File: src/rtl/usb_core_defs.svh
`ifndef USB_CORE_DEFS_SVH
`define USB_CORE_DEFS_SVH

// ==========================================================
// Register offsets (byte addresses on the register port)
`define OFS_DEVICE_ADDRESS      8'h00
`define OFS_POWER_MANAGEMENT    8'h01
`define OFS_IN_IRQ_FLAGS        8'h02
`define OFS_OUT_IRQ_FLAGS       8'h04
`define OFS_IN_IRQ_ENABLE       8'h06
`define OFS_OUT_IRQ_ENABLE      8'h08
`define OFS_SIGNAL_FLAGS        8'h0a
`define OFS_FRAME_NUMBER        8'h0c
`define OFS_ENDPOINT_SELECT     8'h0e
`define OFS_IN_CONTROL_LOW      8'h12
`define OFS_OUT_BYTE_COUNT      8'h18
`define OFS_FIFO_FIRST          8'h20
`define OFS_FIFO_LAST           8'h4c

// ==========================================================
// Field positions
`define ADDR_PENDING_BIT        7
`define PWR_ISO_UPDATE_BIT      7
`define PWR_SOFT_CONNECT_BIT    6
`define PWR_HS_ALLOW_BIT        5
`define PWR_HS_ACTIVE_BIT       4
`define PWR_BUS_RESET_BIT       3
`define PWR_RESUME_BIT          2
`define PWR_SUSPENDED_BIT       1
`define PWR_SUSPEND_EN_BIT      0
`define SIG_RESET_BIT           2
`define SIG_RESUME_BIT          1

// ==========================================================
// Reset values
`define RST_POWER_MANAGEMENT    8'h20
`define RST_IN_IRQ_ENABLE       12'h000
`define RST_OUT_IRQ_ENABLE      12'hffe
`define OUT_FLAG_MASK           12'hffe

// ==========================================================
// Timing
`define CLK_PERIOD_NS           40
`define SUSPEND_IDLE_NS         3000000

`endif

File: src/rtl/usb_core_pkg.sv
`default_nettype none

package usb_core_pkg;
	// ==========================================================
	// Link power state
	typedef enum logic {
		link_active,
		link_suspended
	} link_state_t;

	// One flag per endpoint 0..11
	typedef logic [11:0] endpoint_bits_t;
endpackage : usb_core_pkg

`default_nettype wire

File: src/rtl/endpoint_flag_bank.sv
`default_nettype none

module endpoint_flag_bank (
	input  wire logic        clk_in,    // Core clock
	input  wire logic        reset_in,  // Sync reset, active high
	input  wire logic [11:0] set_in,    // Per-endpoint event pulses
	input  wire logic        clear_in,  // Register read clears all
	output logic      [11:0] flags_out  // Sticky flags
);
	// ==========================================================
	// One sticky flag per endpoint
	genvar i;
	generate
		for (i = 0; i < 12; i++) begin : g_flag
			logic flag_reg;   // Stored flag
			logic flag_next;  // Next value

			// Set wins over a read in the same cycle
			always_comb begin
				flag_next = set_in[i] | (flag_reg & ~clear_in);
			end

			always_ff @(posedge clk_in) begin
				if (reset_in) begin
					flag_reg <= 1'b0;
				end else begin
					flag_reg <= flag_next;
				end
			end

			assign flags_out[i] = flag_reg;
		end
	endgenerate
endmodule : endpoint_flag_bank

`default_nettype wire

File: src/rtl/usb_hs_device_core_control.sv
`include "usb_core_defs.svh"
`default_nettype none

// Overview of operation
// - Address write pends until transfer ends
// - Iso update: send after SOF, else zero
// - Soft connect drives or floats D+/D-
// - High-speed allow bit steers speed negotiation
// - Read-only bit shows high-speed operation
// - Read-only bit shows bus reset present
// - Resume bit drives resume signalling
// - Suspended bit clears on wake or resume
// - IN flags per endpoint, cleared on read
// - OUT flags endpoints 1-11, bit0 zero
// - IN and OUT enables gate endpoint interrupts
// - Endpoint zero overlays indexed window offsets
// - Per-endpoint FIFO ports four bytes apart
// - Index field selects windowed endpoint
// - Frame register holds last SOF number
// - Resume seen while suspended sets flag
module usb_hs_device_core_control #(
	parameter int SUSPEND_IDLE_CYCLES = `SUSPEND_IDLE_NS / `CLK_PERIOD_NS
) (
	input  wire logic        clk_in,             // Core clock, 25 MHz
	input  wire logic        reset_in,           // Sync reset, active high
	input  wire logic [7:0]  reg_addr_in,        // Register byte offset
	input  wire logic        reg_write_in,       // Write strobe
	input  wire logic        reg_read_in,        // Read strobe
	input  wire logic [15:0] reg_wdata_in,       // Write data
	input  wire logic [15:0] fifo_rdata_in,      // Data from selected FIFO
	input  wire logic        sof_in,             // SOF token received
	input  wire logic [10:0] sof_frame_in,       // Frame number in SOF
	input  wire logic        in_token_in,        // IN token received
	input  wire logic        iso_mode_in,        // Endpoint is isochronous
	input  wire logic        in_packet_ready_in, // Packet waiting in IN FIFO
	input  wire logic        transfer_done_in,   // Current transfer ended
	input  wire logic        bus_reset_in,       // Reset state on bus
	input  wire logic        hs_handshake_in,    // Host answered chirp
	input  wire logic        bus_activity_in,    // Any bus activity
	input  wire logic        resume_seen_in,     // Resume signalling seen
	input  wire logic [11:0] in_event_in,        // IN endpoint events
	input  wire logic [11:0] out_event_in,       // OUT endpoint events
	output logic [15:0]      reg_rdata_out,      // Read data, one cycle late
	output logic [6:0]       dev_addr_out,       // Address in use
	output logic             line_enable_out,    // D+/D- driver enable
	output logic             hs_negotiate_out,   // Attempt high-speed chirp
	output logic             resume_drive_out,   // Drive resume on bus
	output logic             suspend_out,        // Low-power suspend
	output logic             in_send_packet_out, // Send ready IN packet
	output logic             in_send_zero_out,   // Send zero-length packet
	output logic             csr_access_out,     // Window access pulse
	output logic             csr_ep_zero_out,    // Window maps endpoint zero
	output logic [4:0]       csr_ep_out,         // Windowed endpoint
	output logic [7:0]       csr_offset_out,     // Window offset accessed
	output logic             fifo_strobe_out,    // FIFO port access pulse
	output logic             fifo_write_out,     // FIFO access is a write
	output logic [3:0]       fifo_ep_out,        // FIFO endpoint
	output logic [15:0]      fifo_wdata_out,     // FIFO write data
	output logic             irq_out             // Endpoint interrupt
);
	// ==========================================================
	// Decode
	logic wr_addr, wr_power, rd_in_flags, rd_out_flags, rd_sig;
	logic fifo_hit;  // Offset is a FIFO port: in range and four-byte aligned
	always_comb begin
		wr_addr      = reg_write_in && reg_addr_in == `OFS_DEVICE_ADDRESS;
		wr_power     = reg_write_in && reg_addr_in == `OFS_POWER_MANAGEMENT;
		rd_in_flags  = reg_read_in && reg_addr_in == `OFS_IN_IRQ_FLAGS;
		rd_out_flags = reg_read_in && reg_addr_in == `OFS_OUT_IRQ_FLAGS;
		rd_sig       = reg_read_in && reg_addr_in == `OFS_SIGNAL_FLAGS;
		fifo_hit     = reg_addr_in >= `OFS_FIFO_FIRST && reg_addr_in <= `OFS_FIFO_LAST
			&& reg_addr_in[1:0] == 2'h0;
	end

	// ==========================================================
	// Endpoint flags, read clears
	usb_core_pkg::endpoint_bits_t in_flags, out_flags;
	endpoint_flag_bank u_in_flags (
		.clk_in   (clk_in),
		.reset_in (reset_in),
		.set_in   (in_event_in),
		.clear_in (rd_in_flags),
		.flags_out(in_flags)
	);
	endpoint_flag_bank u_out_flags (
		.clk_in   (clk_in),
		.reset_in (reset_in),
		.set_in   (out_event_in & `OUT_FLAG_MASK),
		.clear_in (rd_out_flags),
		.flags_out(out_flags)
	);

	// ==========================================================
	// Control registers
	logic [6:0]  addr_pend_reg, addr_pend_next;   // Address written by software
	logic        pending_reg, pending_next;       // Update not yet applied
	logic [6:0]  addr_reg, addr_next;             // Address in use
	logic [7:0]  power_reg, power_next;           // Writable power bits
	logic [11:0] in_en_reg, in_en_next;           // IN interrupt enables
	logic [11:0] out_en_reg, out_en_next;         // OUT interrupt enables
	logic [4:0]  sel_reg, sel_next;               // Endpoint select
	logic [10:0] frame_reg, frame_next;           // Last SOF frame
	logic        hs_reg, hs_next;                 // High-speed active
	logic        sig_reset_reg, sig_reset_next;   // Reset seen flag
	logic        sig_resume_reg, sig_resume_next; // Resume seen flag
	usb_core_pkg::link_state_t link_reg, link_next; // Power state, read by the resume flag above

	// Register writes and hardware-updated fields
	always_comb begin
		addr_pend_next  = addr_pend_reg;
		pending_next    = pending_reg;
		addr_next       = addr_reg;
		power_next      = power_reg;
		in_en_next      = in_en_reg;
		out_en_next     = out_en_reg;
		sel_next        = sel_reg;
		frame_next      = frame_reg;
		hs_next         = hs_reg;
		sig_reset_next  = sig_reset_reg & ~rd_sig;
		sig_resume_next = sig_resume_reg & ~rd_sig;
		// Apply at end of transfer; a new write in that cycle stays pending
		if (pending_reg && transfer_done_in) begin
			addr_next    = addr_pend_reg;
			pending_next = 1'b0;
		end
		if (wr_addr) begin
			addr_pend_next = reg_wdata_in[6:0];
			pending_next   = 1'b1;
		end
		if (wr_power) begin
			power_next = reg_wdata_in[7:0];
		end
		if (reg_write_in && reg_addr_in == `OFS_IN_IRQ_ENABLE) begin
			in_en_next = reg_wdata_in[11:0];
		end
		if (reg_write_in && reg_addr_in == `OFS_OUT_IRQ_ENABLE) begin
			out_en_next = reg_wdata_in[11:0] & `OUT_FLAG_MASK;
		end
		if (reg_write_in && reg_addr_in == `OFS_ENDPOINT_SELECT) begin
			sel_next = reg_wdata_in[4:0];
		end
		if (sof_in) begin
			frame_next = sof_frame_in;
		end
		// Speed settles during bus reset; disconnect drops it
		if (bus_reset_in) begin
			hs_next = power_reg[`PWR_HS_ALLOW_BIT] & hs_handshake_in;
		end
		if (!power_reg[`PWR_SOFT_CONNECT_BIT]) begin
			hs_next = 1'b0;
		end
		if (bus_reset_in) begin
			sig_reset_next = 1'b1;
		end
		if (resume_seen_in && link_reg == usb_core_pkg::link_suspended) begin
			sig_resume_next = 1'b1;
		end
	end

	always_ff @(posedge clk_in) begin
		if (reset_in) begin
			addr_pend_reg  <= 7'h00;
			pending_reg    <= 1'b0;
			addr_reg       <= 7'h00;
			power_reg      <= `RST_POWER_MANAGEMENT;
			in_en_reg      <= `RST_IN_IRQ_ENABLE;
			out_en_reg     <= `RST_OUT_IRQ_ENABLE;
			sel_reg        <= 5'h00;
			frame_reg      <= 11'h000;
			hs_reg         <= 1'b0;
			sig_reset_reg  <= 1'b0;
			sig_resume_reg <= 1'b0;
		end else begin
			addr_pend_reg  <= addr_pend_next;
			pending_reg    <= pending_next;
			addr_reg       <= addr_next;
			power_reg      <= power_next;
			in_en_reg      <= in_en_next;
			out_en_reg     <= out_en_next;
			sel_reg        <= sel_next;
			frame_reg      <= frame_next;
			hs_reg         <= hs_next;
			sig_reset_reg  <= sig_reset_next;
			sig_resume_reg <= sig_resume_next;
		end
	end

	// ==========================================================
	// Suspend state machine
	logic [16:0] idle_reg, idle_next;                // Idle cycle count
	// Strictly more than the idle time before suspending
	always_comb begin
		link_next = link_reg;
		idle_next = idle_reg;
		case (link_reg)
			usb_core_pkg::link_active: begin
				// Our own resume signalling counts as activity, so no re-suspend
				if (bus_activity_in || power_reg[`PWR_RESUME_BIT]
					|| !power_reg[`PWR_SUSPEND_EN_BIT]) begin
					idle_next = 17'h00000;
				end else if (idle_reg > 17'(SUSPEND_IDLE_CYCLES)) begin
					link_next = usb_core_pkg::link_suspended;
				end else begin
					idle_next = idle_reg + 17'h00001;
				end
			end
			usb_core_pkg::link_suspended: begin
				idle_next = 17'h00000;
				// Wake on host activity or our own resume
				if (power_reg[`PWR_RESUME_BIT] || bus_activity_in || resume_seen_in
					|| !power_reg[`PWR_SUSPEND_EN_BIT]) begin
					link_next = usb_core_pkg::link_active;
				end
			end
			default: begin
				link_next = usb_core_pkg::link_active;
				idle_next = 17'h00000;
			end
		endcase
	end

	always_ff @(posedge clk_in) begin
		if (reset_in) begin
			link_reg <= usb_core_pkg::link_active;
			idle_reg <= 17'h00000;
		end else begin
			link_reg <= link_next;
			idle_reg <= idle_next;
		end
	end

	// ==========================================================
	// Isochronous update: SOF arms one packet per frame
	logic sof_armed_reg, sof_armed_next;  // SOF since last IN
	logic send_pkt_next, send_zero_next;  // IN answer
	always_comb begin
		sof_armed_next = sof_armed_reg | sof_in;
		send_pkt_next  = 1'b0;
		send_zero_next = 1'b0;
		if (in_token_in) begin
			sof_armed_next = 1'b0;
			if (iso_mode_in && power_reg[`PWR_ISO_UPDATE_BIT]) begin
				send_pkt_next  = sof_armed_reg & in_packet_ready_in;
				send_zero_next = ~(sof_armed_reg & in_packet_ready_in);
			end else begin
				send_pkt_next = in_packet_ready_in;
			end
		end
	end

	// ==========================================================
	// Outputs, read data and access strobes
	logic [15:0] rdata_next;  // Read mux
	always_comb begin
		rdata_next = 16'h0000;
		case (reg_addr_in)
			`OFS_DEVICE_ADDRESS:   rdata_next = {8'h00, pending_reg, addr_pend_reg};
			`OFS_POWER_MANAGEMENT: begin
				rdata_next = {8'h00, power_reg};
				rdata_next[`PWR_HS_ACTIVE_BIT] = hs_reg;
				rdata_next[`PWR_BUS_RESET_BIT] = bus_reset_in;
				rdata_next[`PWR_SUSPENDED_BIT] =
					link_reg == usb_core_pkg::link_suspended;
			end
			`OFS_IN_IRQ_FLAGS:     rdata_next = {4'h0, in_flags};
			`OFS_OUT_IRQ_FLAGS:    rdata_next = {4'h0, out_flags};
			`OFS_IN_IRQ_ENABLE:    rdata_next = {4'h0, in_en_reg};
			`OFS_OUT_IRQ_ENABLE:   rdata_next = {4'h0, out_en_reg};
			`OFS_SIGNAL_FLAGS:     rdata_next = {13'h0000, sig_reset_reg, sig_resume_reg, 1'b0};
			`OFS_FRAME_NUMBER:     rdata_next = {5'h00, frame_reg};
			`OFS_ENDPOINT_SELECT:  rdata_next = {11'h000, sel_reg};
			default: begin
				if (fifo_hit) begin
					rdata_next = fifo_rdata_in;
				end
			end
		endcase
	end

	always_ff @(posedge clk_in) begin
		if (reset_in) begin
			reg_rdata_out      <= 16'h0000;
			dev_addr_out       <= 7'h00;
			line_enable_out    <= 1'b0;
			hs_negotiate_out   <= 1'b0;
			resume_drive_out   <= 1'b0;
			suspend_out        <= 1'b0;
			sof_armed_reg      <= 1'b0;
			in_send_packet_out <= 1'b0;
			in_send_zero_out   <= 1'b0;
			csr_access_out     <= 1'b0;
			csr_ep_zero_out    <= 1'b0;
			csr_ep_out         <= 5'h00;
			csr_offset_out     <= 8'h00;
			fifo_strobe_out    <= 1'b0;
			fifo_write_out     <= 1'b0;
			fifo_ep_out        <= 4'h0;
			fifo_wdata_out     <= 16'h0000;
			irq_out            <= 1'b0;
		end else begin
			reg_rdata_out      <= reg_read_in ? rdata_next : 16'h0000;
			dev_addr_out       <= addr_next;
			line_enable_out    <= power_next[`PWR_SOFT_CONNECT_BIT];
			hs_negotiate_out   <= power_next[`PWR_HS_ALLOW_BIT];
			resume_drive_out   <= power_next[`PWR_RESUME_BIT];
			suspend_out        <= link_next == usb_core_pkg::link_suspended;
			sof_armed_reg      <= sof_armed_next;
			in_send_packet_out <= send_pkt_next;
			in_send_zero_out   <= send_zero_next;
			// Shared window: endpoint zero control and count at index 0
			csr_access_out     <= (reg_read_in | reg_write_in)
				&& (reg_addr_in == `OFS_IN_CONTROL_LOW
				|| reg_addr_in == `OFS_OUT_BYTE_COUNT);
			csr_ep_zero_out    <= sel_reg == 5'h00;
			csr_ep_out         <= sel_reg;
			csr_offset_out     <= reg_addr_in;
			fifo_strobe_out    <= (reg_read_in | reg_write_in) & fifo_hit;
			fifo_write_out     <= reg_write_in;
			fifo_ep_out        <= 4'((reg_addr_in - `OFS_FIFO_FIRST) >> 2);
			fifo_wdata_out     <= reg_wdata_in;
			irq_out            <= |((in_flags & in_en_reg) | (out_flags & out_en_reg));
		end
	end
endmodule : usb_hs_device_core_control

`default_nettype wire

File: config.mk
export PLATFORM = sky130hd
export DESIGN_NAME = usb_hs_device_core_control
export DESIGN_NICKNAME = d
export VERILOG_FILES = /design/src/rtl/usb_core_pkg.sv /design/src/rtl/endpoint_flag_bank.sv /design/src/rtl/usb_hs_device_core_control.sv
export VERILOG_INCLUDE_DIRS = /design/src /design/src/rtl
export SDC_FILE = /design/constraint.sdc
export NUM_CORES = 1
export LEC_CHECK = 0
export BUFFER_PORTS_ARGS = -buffer_cell sky130_fd_sc_hd__buf_4
export CAP_MARGIN = 20
export CORE_MARGIN = 1.5
export CORE_UTILIZATION = 58
export CTS_CLUSTER_DIAMETER = 30
export DETAILED_ROUTE_END_ITERATION = 8
export PLACE_DENSITY_LB_ADDON = 0.15
export SYNTH_ARGS = -nofsm -noshare
export SYNTH_HDL_FRONTEND = slang
export SYNTH_HIERARCHICAL = 1
export SYNTH_SLANG_ARGS = --single-unit
export TNS_END_PERCENT = 50
File: constraint.sdc
create_clock -name clk_in -period 4.58 [get_ports clk_in]
set_clock_uncertainty 0.05 [all_clocks]
set_input_delay 0.229 -clock clk_in [delete_from_list [all_inputs] [get_ports clk_in]]
set_output_delay 0.229 -clock clk_in [all_outputs]
set_load 0.05 [all_outputs]
==> impl_metrics.xml <==
<?xml version="1.0" encoding="UTF-8"?>
<metrics>
  <group name="status">
    <metric name="outcome" unit="">completed</metric>
  </group>
  <group name="placement">
    <metric name="port_buffers" unit="">153</metric>
    <metric name="final_estimated_routing_congestion_in_global_placement" unit="">0.934</metric>
    <metric name="hpwlAfterDp" unit="µm">12500</metric>
    <metric name="placed_cell_area" unit="µm²">7610</metric>
  </group>
  <group name="floorplanning">
    <metric name="initial_core_util" unit="%">60.3</metric>
    <metric name="die_area" unit="µm²">12100</metric>
    <metric name="ios" unit="">155</metric>
    <metric name="chip_height" unit="µm">110</metric>
    <metric name="design.core.area" unit="µm²">11000</metric>
    <metric name="die_w" unit="µm">110</metric>
    <metric name="rows" unit="">38</metric>
  </group>
  <group name="layout">
    <metric name="layout.area.seq" unit="µm²">3180</metric>
    <metric name="layout_commonest_cell" unit="">sky130_fd_sc_hd__dfxtp_1</metric>
    <metric name="layout.cells.most_common_list" unit="">159 x sky130_fd_sc_hd__dfxtp_1, 155 x sky130_fd_sc_hd__buf_4, 63 x sky130_fd_sc_hd__nor2_1</metric>
    <metric name="fillerInstances" unit="">803</metric>
    <metric name="final_layout_size_suffix_gt1_share" unit="%">23.3</metric>
    <metric name="layout.cell_area.non_filler" unit="µm²">8500</metric>
    <metric name="number_of_flip_flops_under_the_largest_register_name" unit="">17</metric>
    <metric name="antenna_cells" unit="">0</metric>
    <metric name="final_stage_net_count" unit="">954</metric>
    <metric name="areaGrowthSynthToFinish" unit="%">27.8</metric>
    <metric name="multiInputGateArea" unit="µm²">2970</metric>
  </group>
  <group name="timing">
    <metric name="relSlewSlack" unit="%">39.8</metric>
    <metric name="final.setup.tns" unit="ps">0</metric>
    <metric name="final_max_slew_viol_count" unit="">0</metric>
    <metric name="worstMarginPinSlew" unit="ps">896</metric>
    <metric name="final-setup-viol-count" unit="">0</metric>
    <metric name="post-route-period-util" unit="%">57.9</metric>
    <metric name="final_hold_viol_count" unit="">0</metric>
    <metric name="setup_repair_after_global_routing_missed_its_margin" unit="">false</metric>
    <metric name="maxClockFrequency" unit="MHz">377</metric>
    <metric name="finalCriticalPeriod" unit="ps">2650</metric>
  </group>
  <group name="global_routing">
    <metric name="globalRoute.busiestLayer" unit="">met2</metric>
    <metric name="grt_overflow_total" unit="">0</metric>
    <metric name="groute.layer.met1.usage" unit="%">36.5</metric>
    <metric name="globalRouteMet2Util" unit="%">53.5</metric>
    <metric name="grt_use_total" unit="%">30.9</metric>
    <metric name="grt_pass1_wl" unit="µm">28100</metric>
    <metric name="grt_start_max_net_pins" unit="">76</metric>
    <metric name="grt_pass1_vias" unit="">5643</metric>
    <metric name="antenna_found_initial" unit="">0</metric>
    <metric name="grtUsageMet3" unit="%">8.94</metric>
  </group>
  <group name="cts">
    <metric name="tritoncts" unit="">built</metric>
    <metric name="cts.repair_timing.setup_buffer_count" unit="">0</metric>
    <metric name="clockBufferDepth" unit="">2</metric>
    <metric name="clk_root_buffer_cell" unit="">sky130_fd_sc_hd__clkbuf_16</metric>
    <metric name="clk_transition_reported_paths" unit="ps">60</metric>
    <metric name="worstSkewPairLatency" unit="ps">420</metric>
    <metric name="cts-buffers-inserted" unit="">17</metric>
    <metric name="clock_sink_count" unit="">159</metric>
    <metric name="post_cts_resize_count" unit="">0</metric>
    <metric name="hold_fix_buffer_count_after_cts" unit="">31</metric>
    <metric name="h-tree-depth" unit="">4</metric>
  </group>
  <group name="setup_path">
    <metric name="crit_type" unit="">in2reg</metric>
    <metric name="end_kind" unit="">register</metric>
    <metric name="start_kind" unit="">input port</metric>
    <metric name="worst_path_most_repeated_cell" unit="">sky130_fd_sc_hd__nor2_1</metric>
    <metric name="path_max_fanout" unit="">13</metric>
    <metric name="slowest_library_cell_on_the_worst_path" unit="">sky130_fd_sc_hd__nand3_1</metric>
    <metric name="worst_path_dominant_cell_family" unit="">simple AND/OR/NAND/NOR gates</metric>
    <metric name="critPathRequiredTime" unit="ps">4810</metric>
    <metric name="critical_path.max_stage_delay" unit="ps">700</metric>
    <metric name="worst_path_cell_trace" unit="">dlygate4sd3_1 -&gt; buf_4 -&gt; nor2_1 -&gt; and3_1 -&gt; nand3_1 -&gt; mux2i_1 -&gt; nor2_1</metric>
    <metric name="crit_buf_inv" unit="">2</metric>
    <metric name="arrival" unit="ps">2890</metric>
  </group>
  <group name="run">
    <metric name="max_cap_violations" unit="">0</metric>
  </group>
  <group name="synthesis">
    <metric name="synthCells" unit="">725</metric>
    <metric name="proportion_of_synthesized_flip_flops_having_asynchronous_set_or_reset" unit="%">0</metric>
    <metric name="ys.flop_type" unit="">sky130_fd_sc_hd__dfxtp_1</metric>
    <metric name="yosysWarnings" unit="">6</metric>
    <metric name="ys_types" unit="">54</metric>
    <metric name="post_synth_edffs" unit="">0</metric>
    <metric name="synth_fp_nets" unit="">815</metric>
    <metric name="synth_area" unit="µm²">6650</metric>
    <metric name="synth_seq_area_share" unit="%">47.8</metric>
    <metric name="yosys_register_bits" unit="">159</metric>
    <metric name="synth_area_per_cell" unit="µm²">9.18</metric>
  </group>
  <group name="power_and_ir_drop">
    <metric name="max-vdd-ir-drop" unit="µV">293</metric>
    <metric name="power.density" unit="nW/µm²">365</metric>
    <metric name="cellLeakagePower" unit="µW">0.00372</metric>
  </group>
  <group name="route">
    <metric name="postRouteAntennaNets" unit="">0</metric>
    <metric name="num_vias" unit="">5896</metric>
    <metric name="detailedRoute.firstIterationViolations" unit="">455</metric>
    <metric name="drtPass1Iterations" unit="">6</metric>
    <metric name="total_routed_length" unit="µm">18300</metric>
    <metric name="average_wire_per_standard_cell" unit="µm">18.0</metric>
    <metric name="post_route_drc_violation_count" unit="">0</metric>
    <metric name="post_drt_via_cell_ratio" unit="">5.80</metric>
  </group>
  <group name="min_path">
    <metric name="worst_hold_path_type" unit="">in2reg</metric>
  </group>
</metrics>
## cell usage after synthesis, types with 4 or more instances
cell                       count  area [µm²]
sky130_fd_sc_hd__dfxtp_1     159        3180
sky130_fd_sc_hd__nor2_1       63         236
sky130_fd_sc_hd__a21oi_1      56         280
sky130_fd_sc_hd__mux2i_1      44         440
sky130_fd_sc_hd__nand2_1      44         165
sky130_fd_sc_hd__nor2b_1      36         225
sky130_fd_sc_hd__inv_1        30         113
sky130_fd_sc_hd__nand3_1      28         140
sky130_fd_sc_hd__buf_4        27         203
sky130_fd_sc_hd__nand2b_1     26         163
sky130_fd_sc_hd__clkbuf_1     24        90.1
sky130_fd_sc_hd__a22oi_1      22         165
sky130_fd_sc_hd__o21ai_0      17        85.1
sky130_fd_sc_hd__nand3b_1     15         113
sky130_fd_sc_hd__and3_1       14        87.6
sky130_fd_sc_hd__or3_1        14        87.6
sky130_fd_sc_hd__a221oi_1      8        70.1
sky130_fd_sc_hd__nand4_1       8        50.1
sky130_fd_sc_hd__a31oi_1       7        43.8
sky130_fd_sc_hd__buf_2         7        35.0
sky130_fd_sc_hd__a22o_1        6        52.6
sky130_fd_sc_hd__buf_1         6        22.5
sky130_fd_sc_hd__mux2_2        5        56.3
sky130_fd_sc_hd__nor3_1        5        25.0
sky130_fd_sc_hd__nor3b_1       5        37.5
sky130_fd_sc_hd__nor4_1        4        25.0
sky130_fd_sc_hd__or4_1         4        30.0
## final timing paths
path                     end  slack [ps]             start  cells after the start
max             in_en_reg[2]        1930    reg_addr_in[5]                      7
min            frame_reg[10]          10  sof_frame_in[10]                      3
max reg2reg     idle_reg[15]        2380      idle_reg[11]                      5
min reg2reg  dev_addr_out[3]         400   dev_addr_out[3]                      2
## stage by stage
step	instances	hold slack [ps]	power, µW	util [%]	worst slack [ps]
finish	1016	9.72	3100	77.1	1930
global route	1016	1.59	3200	77.1	1750
CTS	1015	0.265	3110	77.0	2000
detailed placement	953	357	1750	69.0	2050
global placement	953	351	1750	69.0	2110
floorplan	725	248	1640	-	2610
## final cells by class
cell class | count | area share [%]
sequential | 159 | 37.4
multi-input combinational | 469 | 35.0
timing repair buffer | 187 | 17.5
clock buffer | 25 | 6.06
tap | 140 | 2.06
inverter | 30 | 1.32
clock inverter | 6 | 0.648
## kinds of logic (layout without fill, tap and decap cells)
logic type	Yosys count	after routing	share of synthesized area, %
xor gates and xnor gates	3	3	0.395
muxes	52	52	8.48
other	1	1	0.0564
DFF	159	159	47.8
adders and majority gates	2	2	0.376
and+or+nand+nor	278	278	22.8
AOI/OAI and AO/OA	133	133	12.6
buffers and inverters	97	248	7.47
## metal layers
metal | part of all wire (%) | routed length, µm
met4 | 2.4 | 447
met1 | 39 | 7230
met3 | 8.0 | 1460
met5 | 0 | 0
met2 | 50 | 9180
## where the power goes
part           internal, µW  total (µW)  switching [µW]  leakage (µW)
Combinational           132         300             167       0.00213
Sequential             1420        1450            27.4       0.00130
Clock                   827        1350             524      0.000289
Total                  2380        3100             719       0.00372
## worst reg2reg max path, stage by stage (launching register included)
cell and delay (ps):
sky130_fd_sc_hd__dfxtp_1 360, sky130_fd_sc_hd__or4_4 570, sky130_fd_sc_hd__nor3_2 170, sky130_fd_sc_hd__a21oi_2 240
sky130_fd_sc_hd__or4_1 550, sky130_fd_sc_hd__a21oi_1 170
Power figures use the tool's default switching activity.
